`config.mk`:
```
export PLATFORM = sky130hd
export DESIGN_NAME = bssp_top
export DESIGN_NICKNAME = d
export VERILOG_FILES = /design/src/logic/bssp_pkg.sv /design/src/logic/bssp_top.sv
export SDC_FILE = /design/constraint.sdc
export NUM_CORES = 1
export LEC_CHECK = 0
export BUFFER_PORTS_ARGS = -buffer_cell sky130_fd_sc_hd__clkbuf_2
export CAP_MARGIN = 15
export CORE_MARGIN = 3
export CORE_UTILIZATION = 55
export CTS_CLUSTER_DIAMETER = 150
export CTS_CLUSTER_SIZE = 8
export DETAILED_ROUTE_END_ITERATION = 10
export PLACE_DENSITY = 0.7
export SYNTH_ARGS = -nofsm -noshare
export SYNTH_HDL_FRONTEND = slang
export SYNTH_SLANG_ARGS = --single-unit
```
`constraint.sdc`:
```
create_clock -name clock -period 3.45 [get_ports clock]
set_input_delay 0.1725 -clock clock [delete_from_list [all_inputs] [get_ports clock]]
set_output_delay 0.1725 -clock clock [all_outputs]
set_load 0.005 [all_outputs]
```
`src/logic/bssp_pkg.sv`:
```
package bssp_pkg;

  // Register map on the plain byte bus
  localparam int unsigned ADDR_W = 16;
  localparam logic [15:0] CTRL_ONE_ADDR = 16'h1f96;
  localparam logic [15:0] WCW_STAT_ADDR = 16'h1f97;
  localparam logic [15:0] BUF_BASE_ADDR = 16'h1f98;

  // Field positions of serial_ctrl_one
  localparam int unsigned CTRL_START_BIT = 7;
  localparam int unsigned CTRL_ABORT_BIT = 6;
  localparam int unsigned CTRL_MODE_LSB = 3;
  localparam int unsigned CTRL_SCK_LSB = 0;

  // Field positions of word_count_wait_ctrl
  localparam int unsigned WCW_WAIT_LSB = 3;
  localparam int unsigned WCW_COUNT_LSB = 0;

  // Field positions of transfer_status
  localparam int unsigned STAT_ACTIVE_BIT = 7;
  localparam int unsigned STAT_SHIFT_BIT = 6;

  // Reset values
  localparam logic [7:0] CTRL_ONE_RST = 8'h00;
  localparam logic [4:0] WCW_RST = 5'h00;
  localparam logic [7:0] BUF_RST = 8'h00;

  // Transfer modes
  localparam logic [2:0] MODE_TX8 = 3'h0;
  localparam logic [2:0] MODE_TX4 = 3'h2;
  localparam logic [2:0] MODE_TXRX8 = 3'h4;
  localparam logic [2:0] MODE_RX8 = 3'h5;
  localparam logic [2:0] MODE_RX4 = 3'h6;

  // Clock select code for the external clock on the pin
  localparam logic [2:0] SCK_EXT = 3'h7;

  // Half periods of the internal serial clock in system clocks, minus one
  localparam logic [11:0] HALF_SEL0 = 12'h0fff;
  localparam logic [11:0] HALF_SEL1 = 12'h007f;
  localparam logic [11:0] HALF_SEL2 = 12'h003f;
  localparam logic [11:0] HALF_SEL3 = 12'h001f;
  localparam logic [11:0] HALF_SEL4 = 12'h000f;
  localparam logic [11:0] HALF_SEL5 = 12'h0007;

  typedef enum logic [1:0] {
    ST_IDLE = 2'b00,
    ST_SHIFT = 2'b01,
    ST_GAP = 2'b10,
    ST_HOLD = 2'b11
  } bssp_state_t;

  // Serial pin group
  typedef struct packed {
    logic sck;
    logic sck_oe;
    logic sdo;
  } bssp_pins_t;

  // Engine state
  typedef struct packed {
    bssp_state_t st;
    logic [2:0] idx;
    logic [2:0] bit_cnt;
    logic [7:0] shreg;
    logic [11:0] div;
    logic [7:0] gap;
    logic sck;
    logic sdo;
    logic pend;
    logic sy1;
    logic sy2;
    logic sy3;
    logic ext_lvl;
  } bssp_eng_t;

endpackage : bssp_pkg

```
`src/logic/bssp_top.sv`:
```
// What this block does
// - Wait field stretches frame to 1,2,4,8 times in transmit-and-receive mode with internal clock
// - Word count picks 1 to 8 buffer words
// - Four-bit mode zeroes received upper nibble
// - Words go lowest buffer address first
// - Word count survives the end of transfer
// - Status bit7 transfer active, bit6 shifting
// - Active flag clears on stop or abort
// - Six internal rates or external pin clock
// - Internal clock pin goes high at start
// - Internal clock pauses until buffer serviced
// - Transmit bits change on falling pin edge
// - Receive bits sampled on rising pin edge
// - Every word goes least significant bit first
// - Done pulse after the selected word count
// - Mode field selects transmit, receive or both
// - Abort ends transfer at once, mid-word
//
// Strobed register access was chosen for this implementation.
module bssp_top (
  // Clock, reset, enable
  input wire logic clock,
  input wire logic sys_rst,
  input wire logic clk_en,
  // Register port
  input wire logic [bssp_pkg::ADDR_W-1:0] reg_addr,
  input wire logic [7:0] reg_wdata,
  input wire logic reg_wr,
  input wire logic reg_rd,
  output logic [7:0] reg_rdata,
  // Serial pins
  input wire logic sck_in,
  input wire logic sdi,
  output bssp_pkg::bssp_pins_t pins,
  // Event
  output logic transfer_done_irq
);
  import bssp_pkg::*;

  // Decode helpers for the register paths and the serial engine
  function automatic logic buf_hit(input logic [ADDR_W-1:0] a);
    buf_hit = (a[ADDR_W-1:3] == BUF_BASE_ADDR[ADDR_W-1:3]);
  endfunction : buf_hit

  function automatic logic mode_tx(input logic [2:0] m);
    mode_tx = (m == MODE_TX8) || (m == MODE_TX4) || (m == MODE_TXRX8);
  endfunction : mode_tx

  function automatic logic mode_rx(input logic [2:0] m);
    mode_rx = (m == MODE_RX8) || (m == MODE_RX4) || (m == MODE_TXRX8);
  endfunction : mode_rx

  function automatic logic mode_w4(input logic [2:0] m);
    mode_w4 = (m == MODE_TX4) || (m == MODE_RX4);
  endfunction : mode_w4

  function automatic logic [11:0] half_period(input logic [2:0] s);
    case (s)
      3'h1: half_period = HALF_SEL1;
      3'h2: half_period = HALF_SEL2;
      3'h3: half_period = HALF_SEL3;
      3'h4: half_period = HALF_SEL4;
      3'h5: half_period = HALF_SEL5;
      default: half_period = HALF_SEL0;
    endcase
  endfunction : half_period

  // Software-visible registers
  logic start_q, start_d;
  logic [2:0] mode_q, mode_d;
  logic [2:0] sel_q, sel_d;
  logic [1:0] wait_q, wait_d;
  logic [2:0] count_q, count_d;
  logic [7:0] buf_q [8];
  logic [7:0] buf_d [8];
  logic [7:0] rdata_q, rdata_d;
  logic irq_q, irq_d;
  bssp_eng_t e_q, e_d;

  // Decoded controls
  logic ext_clk, w4, abort_req, fall_ev, rise_ev, last_bit, last_word;
  logic [7:0] sh_in;
  logic [7:0] gap_len;

  assign ext_clk = (sel_q == SCK_EXT);
  assign w4 = mode_w4(mode_q);
  assign abort_req = reg_wr && (reg_addr == CTRL_ONE_ADDR)
                     && reg_wdata[CTRL_ABORT_BIT];
  assign last_bit = w4 ? (e_q.bit_cnt == 3'h3) : (e_q.bit_cnt == 3'h7);
  assign last_word = (e_q.idx == count_q);
  // Idle gap between words: (multiplier - 1) words of half periods
  assign gap_len = (wait_q == 2'h1) ? 8'h0f
                 : (wait_q == 2'h2) ? 8'h2f
                 : 8'h6f;

  // Outputs all come from flip-flops except the pin enable decode
  assign reg_rdata = rdata_q;
  assign transfer_done_irq = irq_q;
  assign pins.sck = e_q.sck;
  assign pins.sdo = e_q.sdo;
  assign pins.sck_oe = !ext_clk;

  // Next-state logic for registers, buffer and serial engine
  always_comb begin
    start_d = start_q;
    mode_d = mode_q;
    sel_d = sel_q;
    wait_d = wait_q;
    count_d = count_q;
    buf_d = buf_q;
    rdata_d = 8'h00;
    irq_d = 1'b0;
    e_d = e_q;
    fall_ev = 1'b0;
    rise_ev = 1'b0;
    sh_in = 8'h00;

    // Pin clock filter; the first stage only feeds the second
    e_d.sy1 = sck_in;
    e_d.sy2 = e_q.sy1;
    e_d.sy3 = e_q.sy2;
    if (e_q.sy2 == e_q.sy3) begin
      e_d.ext_lvl = e_q.sy3;
    end

    // Register writes
    if (reg_wr) begin
      if (reg_addr == CTRL_ONE_ADDR) begin
        start_d = reg_wdata[CTRL_START_BIT];
        mode_d = reg_wdata[CTRL_MODE_LSB +: 3];
        sel_d = reg_wdata[CTRL_SCK_LSB +: 3];
      end else if (reg_addr == WCW_STAT_ADDR) begin
        wait_d = reg_wdata[WCW_WAIT_LSB +: 2];
        count_d = reg_wdata[WCW_COUNT_LSB +: 3];
      end else if (buf_hit(reg_addr)) begin
        buf_d[reg_addr[2:0]] = reg_wdata;
        if (mode_tx(mode_q) && !mode_rx(mode_q)) begin
          e_d.pend = 1'b0;
        end
      end
    end

    // Register reads; data stand one cycle later
    if (reg_rd) begin
      if (reg_addr == WCW_STAT_ADDR) begin
        rdata_d[STAT_ACTIVE_BIT] = (e_q.st != ST_IDLE);
        rdata_d[STAT_SHIFT_BIT] = (e_q.st == ST_SHIFT);
      end else if (buf_hit(reg_addr)) begin
        rdata_d = buf_q[reg_addr[2:0]];
        if (mode_rx(mode_q)) begin
          e_d.pend = 1'b0;
        end
      end
    end

    // Internal serial clock divider runs while shifting or gapping
    if (!ext_clk && (e_q.st == ST_SHIFT || e_q.st == ST_GAP)) begin
      if (e_q.div == 12'h000) begin
        e_d.div = half_period(sel_q);
        if (e_q.st == ST_SHIFT) begin
          e_d.sck = !e_q.sck;
          fall_ev = e_q.sck;
          rise_ev = !e_q.sck;
        end else if (e_q.gap == 8'h00) begin
          e_d.st = ST_SHIFT;
          e_d.shreg = buf_q[e_q.idx];
        end else begin
          e_d.gap = e_q.gap - 8'h01;
        end
      end else begin
        e_d.div = e_q.div - 12'h001;
      end
    end else if (ext_clk && e_q.st == ST_SHIFT) begin
      fall_ev = e_q.ext_lvl && !e_d.ext_lvl;
      rise_ev = !e_q.ext_lvl && e_d.ext_lvl;
    end

    case (e_q.st)
      ST_IDLE: begin
        e_d.sck = 1'b1;
        e_d.sdo = 1'b1;
        if (start_q && !abort_req) begin
          e_d.st = ST_SHIFT;
          e_d.idx = 3'h0;
          e_d.bit_cnt = 3'h0;
          e_d.shreg = buf_q[0];
          e_d.div = half_period(sel_q);
          e_d.pend = 1'b0;
          e_d.sck = 1'b1;
        end
      end
      ST_SHIFT: begin
        if (fall_ev && mode_tx(mode_q)) begin
          e_d.sdo = e_q.shreg[0];
        end
        if (rise_ev) begin
          // Sampled bit enters at the word's top so LSB lands at bit 0
          if (w4) begin
            sh_in = {4'h0, sdi, e_q.shreg[3:1]};
          end else begin
            sh_in = {sdi, e_q.shreg[7:1]};
          end
          e_d.shreg = sh_in;
          e_d.bit_cnt = e_q.bit_cnt + 3'h1;
          if (last_bit) begin
            e_d.bit_cnt = 3'h0;
            if (ext_clk && e_q.pend) begin
              // Buffer not serviced in time: drop the word and stop
              e_d.st = ST_IDLE;
              e_d.pend = 1'b0;
            end else begin
              if (mode_rx(mode_q)) begin
                buf_d[e_q.idx] = sh_in;
              end
              if (last_word) begin
                irq_d = 1'b1;
                e_d.pend = 1'b1;
                e_d.idx = 3'h0;
                if (!start_q) begin
                  e_d.st = ST_IDLE;
                end else if (!ext_clk) begin
                  e_d.st = ST_HOLD;
                end else begin
                  e_d.shreg = buf_q[0];
                end
              end else begin
                e_d.idx = e_q.idx + 3'h1;
                if (!start_q) begin
                  e_d.st = ST_IDLE;
                end else if (!ext_clk && mode_q == MODE_TXRX8
                             && wait_q != 2'h0) begin
                  e_d.st = ST_GAP;
                  e_d.gap = gap_len;
                end else begin
                  e_d.shreg = buf_q[e_q.idx + 3'h1];
                end
              end
            end
          end
        end
      end
      ST_GAP: begin
        e_d.sck = 1'b1;
        if (!start_q) begin
          e_d.st = ST_IDLE;
        end
      end
      ST_HOLD: begin
        // Clock parked high until software writes the buffer (transmit-only modes) or reads it (receive modes)
        e_d.sck = 1'b1;
        if (!start_q) begin
          e_d.st = ST_IDLE;
          e_d.pend = 1'b0;
        end else if (!e_d.pend) begin
          e_d.st = ST_SHIFT;
          e_d.idx = 3'h0;
          e_d.shreg = buf_d[0];
          e_d.div = half_period(sel_q);
        end
      end
      default: begin
        e_d.st = ST_IDLE;
      end
    endcase

    // Abort overrides the engine state and drops the word, unless its last bit lands in the same cycle
    if (abort_req) begin
      e_d.st = ST_IDLE;
      e_d.bit_cnt = 3'h0;
      e_d.idx = 3'h0;
      e_d.pend = 1'b0;
      e_d.sck = 1'b1;
      e_d.sdo = 1'b1;
    end
  end

  // Registers; count and wait keep their value across transfers
  always_ff @(posedge clock) begin
    if (sys_rst) begin
      start_q <= CTRL_ONE_RST[CTRL_START_BIT];
      mode_q <= CTRL_ONE_RST[CTRL_MODE_LSB +: 3];
      sel_q <= CTRL_ONE_RST[CTRL_SCK_LSB +: 3];
      wait_q <= WCW_RST[WCW_WAIT_LSB +: 2];
      count_q <= WCW_RST[WCW_COUNT_LSB +: 3];
      rdata_q <= 8'h00;
      irq_q <= 1'b0;
      e_q <= '{st: ST_IDLE, sck: 1'b1, sdo: 1'b1, sy1: 1'b1,
               sy2: 1'b1, sy3: 1'b1, ext_lvl: 1'b1, default: '0};
      for (int i = 0; i < 8; i++) begin
        buf_q[i] <= BUF_RST;
      end
    end else if (clk_en) begin
      start_q <= start_d;
      mode_q <= mode_d;
      sel_q <= sel_d;
      wait_q <= wait_d;
      count_q <= count_d;
      rdata_q <= rdata_d;
      irq_q <= irq_d;
      e_q <= e_d;
      buf_q <= buf_d;
    end
  end

endmodule : bssp_top

```
==> metrics.md <==
| Metric | Value |
|---|---|
| Status | complete, no violations |
| Residual DRC count | 0 |
| CP dominant cell by count | or3_1 |
| Hold/Removal Path Class | in2reg |
| Post-route ant nets | 0 |
| RSZ-0062 raised after global routing | no |
| Synth unique cells | 78 |
| Peak Freq | 317 MHz |
| Die X | 136 um |
| Crit end category | flop |
| GR Overflow Total | 0 |
| Critical path launch point type | flop |
| Vias | 9,625 |
| Via/cell ratio | 6.84 |
| Port-buffer cells | 42 |
| Setup ws final | 0.299 ns |
| Hpwl dp | 21.5 mm |
| Standard-cell rows | 46 |
| Clock sink total | 128 |
| Max VDD drop | 346 uV |
| CTS tree | done |
| Bufs and invs on worst path | 0 |
| CP max-delay cell | or4_1 |
| Num CTS Buffers | 17 |
| Initial antenna violation count | 0 |
| Final nets | 1,222 |
| Post-Syn Area | 0.00931 mm2 |
| Max incr delay on CP | 0.66 ns |
| CP max FO | 10 |
| Max Transition Viols Final | 0 |
| Core ar. | 0.0162 mm2 |
| Final hold vios | 0 |
| PwrDens | 342 mW/mm2 |
| Tcrit/Tclk final | 0.913 |
| Initial core utilization | 0.573 |
| Count leader, synth | nor2_1 |
| Synth Register Bits | 128 |
| Clk Latency, worst-skew pair | 0.43 ns |
| Die ar. | 0.0185 mm2 |
| Placer congestion estimate | 0.991 |
| Io pins | 43 |
| Mapped Cells | 1,156 |
| Kind of cell adding the most delay to the critical path | simple AND/OR/NAND/NOR gates |
| Die span in y | 136 um |
| LEAKAGE | 3.78 nW |
| Mapped Avg Cell Area | 8.05 um2 |
| Drt wl/cell | 22.3 um |
| Max Cap Violations | 0 |
| Reg2Reg Setup Slack | 0.30 ns |
| Cells along the critical path | or4_1 > or3_1 > o31ai_4 > nand3_2 > or3_1 > or3_1 > a21oi_1 |
| Largest cells by area after synthesis | dfxtp_1, mux4_2, nor2_1 |
| Setup TNS | 0 ns |
| Share of layout cells above drive strength 1 | 0.170 |
| Sequential area share after synthesis | 0.275 |
| Post-synth top area share | 0.275 |
| Ys async rst share | 0 |
| WL final | 31.4 mm |
| First DRT Iteration DRCs | 1,379 |
| Main flop type after synthesis | dfxtp_1 |
| First-pass GRT wire length | 50.2 mm |
| Pre-CTS setup slack | 0.240 ns |
| Post-synth top cells | nor2_1, dfxtp_1, nand2_1 |
| Slew margin rel. | 0.471 |
| Worst-margin pin slew | 0.792 ns |
| Crit path DAT | 3.50 ns |
| GRT Util Overall | 0.344 |
| Kind of critical path | reg2reg |
| Post-CTS Setup Repair Bufs | 0 |
| Tmin final | 3.15 ns |
| Max Root-Sink Buffers | 2 |
| Critical Path RT | 3.80 ns |
| Clock Pin Slew Worst Setup and Hold Paths | 0.06 ns |
| Largest net degree at the start of global routing | 86 |
| Post-Syn Nets | 1,200 |
| Synth Warn # | 0 |
| # setup viols final | 0 |
| Fin Clk Skew | 0.00944 ns |
| Vias in the first global route | 8,993 |
| Largest area contributor in the netlist | dfxtp_1 |
| Clock Tree Root | clkbuf_16 |
| H-tree levels | 4 |
| Diodes inserted | 0 |
| Syn-to-layout area delta | 12.0% |
| Router iterations before antenna repair | 6 |
| Post-synth EDFFs | 0 |
sequential cells by signal, indices dropped and copies added, names as in the netlist:
name	cells
buf_q	64
count_q	3
e_d	2
e_q	39
mode_q	3
pins	2
reg_rdata	8
sel_q	3
start_q	1
transfer_done_irq	1
wait_q	2
layout by cell type, fill, tap and decap left out, drive strengths merged, types with 23 or more instances in the layout:
cell type / instances
a2111oi: 34
a21oi: 78
buf: 49
clkbuf: 58
dfxtp: 128
inv: 29
mux2i: 44
mux4: 37
nand2: 100
nand2b: 27
nor2: 187
nor3: 25
o211ai: 23
o21ai: 45
final cells by class:
class / instances / area, um2
fill: 1447 / 5810
inverter: 30 / 113
tap: 216 / 270
timing repair buffer: 90 / 591
multi-input combinational: 911 / 6300
clock buffer: 18 / 439
sequential: 128 / 2560
clock inverter: 14 / 140
where the power goes:
part / internal [mW] / leakage, nW / switching (mW)
combinational: 0.0821 / 2.48 / 0.187
sequential: 1.49 / 1.03 / 0.0112
clock: 1.08 / 0.274 / 0.719
total: 2.65 / 3.78 / 0.918
worst reg2reg max path: cells and delay by family (launching register included):
kind	cells	cell delay, ns
compound gates	2	0.63
simple gates	5	2.10
flops	1	0.35
per-stage QoR:
step | instance area (um2) | power, mW | hold WS (ns) | util | cells
CTS | 10400 | 3.57 | 0.0479 | 0.641 | 1407
global route | 10400 | 3.66 | 0.0904 | 0.642 | 1407
detailed placement | 9820 | 1.79 | 0.391 | 0.605 | 1374
finish | 10400 | 3.56 | 0.0524 | 0.642 | 1407
global placement | 9820 | 1.79 | 0.386 | 0.605 | 1374
floorplan | 9310 | 1.70 | 0.295 | - | 1156
metal layers:
layer  wire length (um)  vias up  global-route usage  share of wire
li1                   -     4428                   -              -
met1              12200     4507               0.451           0.39
met2              14200      567               0.543           0.45
met3               3380      123              0.0681           0.11
met4               1620        0               0.171          0.052
met5                  0        -                   0              0
cell families after synthesis:
kind of cell,after synthesis,synth area share
AND/OR/NAND/NOR,457,0.236
AO/OA/AOI/OAI,333,0.255
flip-flops,128,0.275
buffers and inverters,117,0.0491
multiplexers,100,0.160
adder cells (fa/ha/maj),13,0.0175
XOR/XNOR,8,0.00753
what timing repair did:
action                                  CTS  global route
hold buffers                              1             0
hold endpoints to repair                  1             0
endpoints found under the setup margin    0             1
resized for setup                         0             1
worst paths after layout:
path,from,to,cells past startpoint
max,e_q[19],e_q[38],7
min,reg_rd,reg_rdata[6],3
max reg2reg,e_q[19],e_q[38],7
min reg2reg,e_d[2],e_d[1],1
No activity file was read; power rests on OpenSTA's default activity.
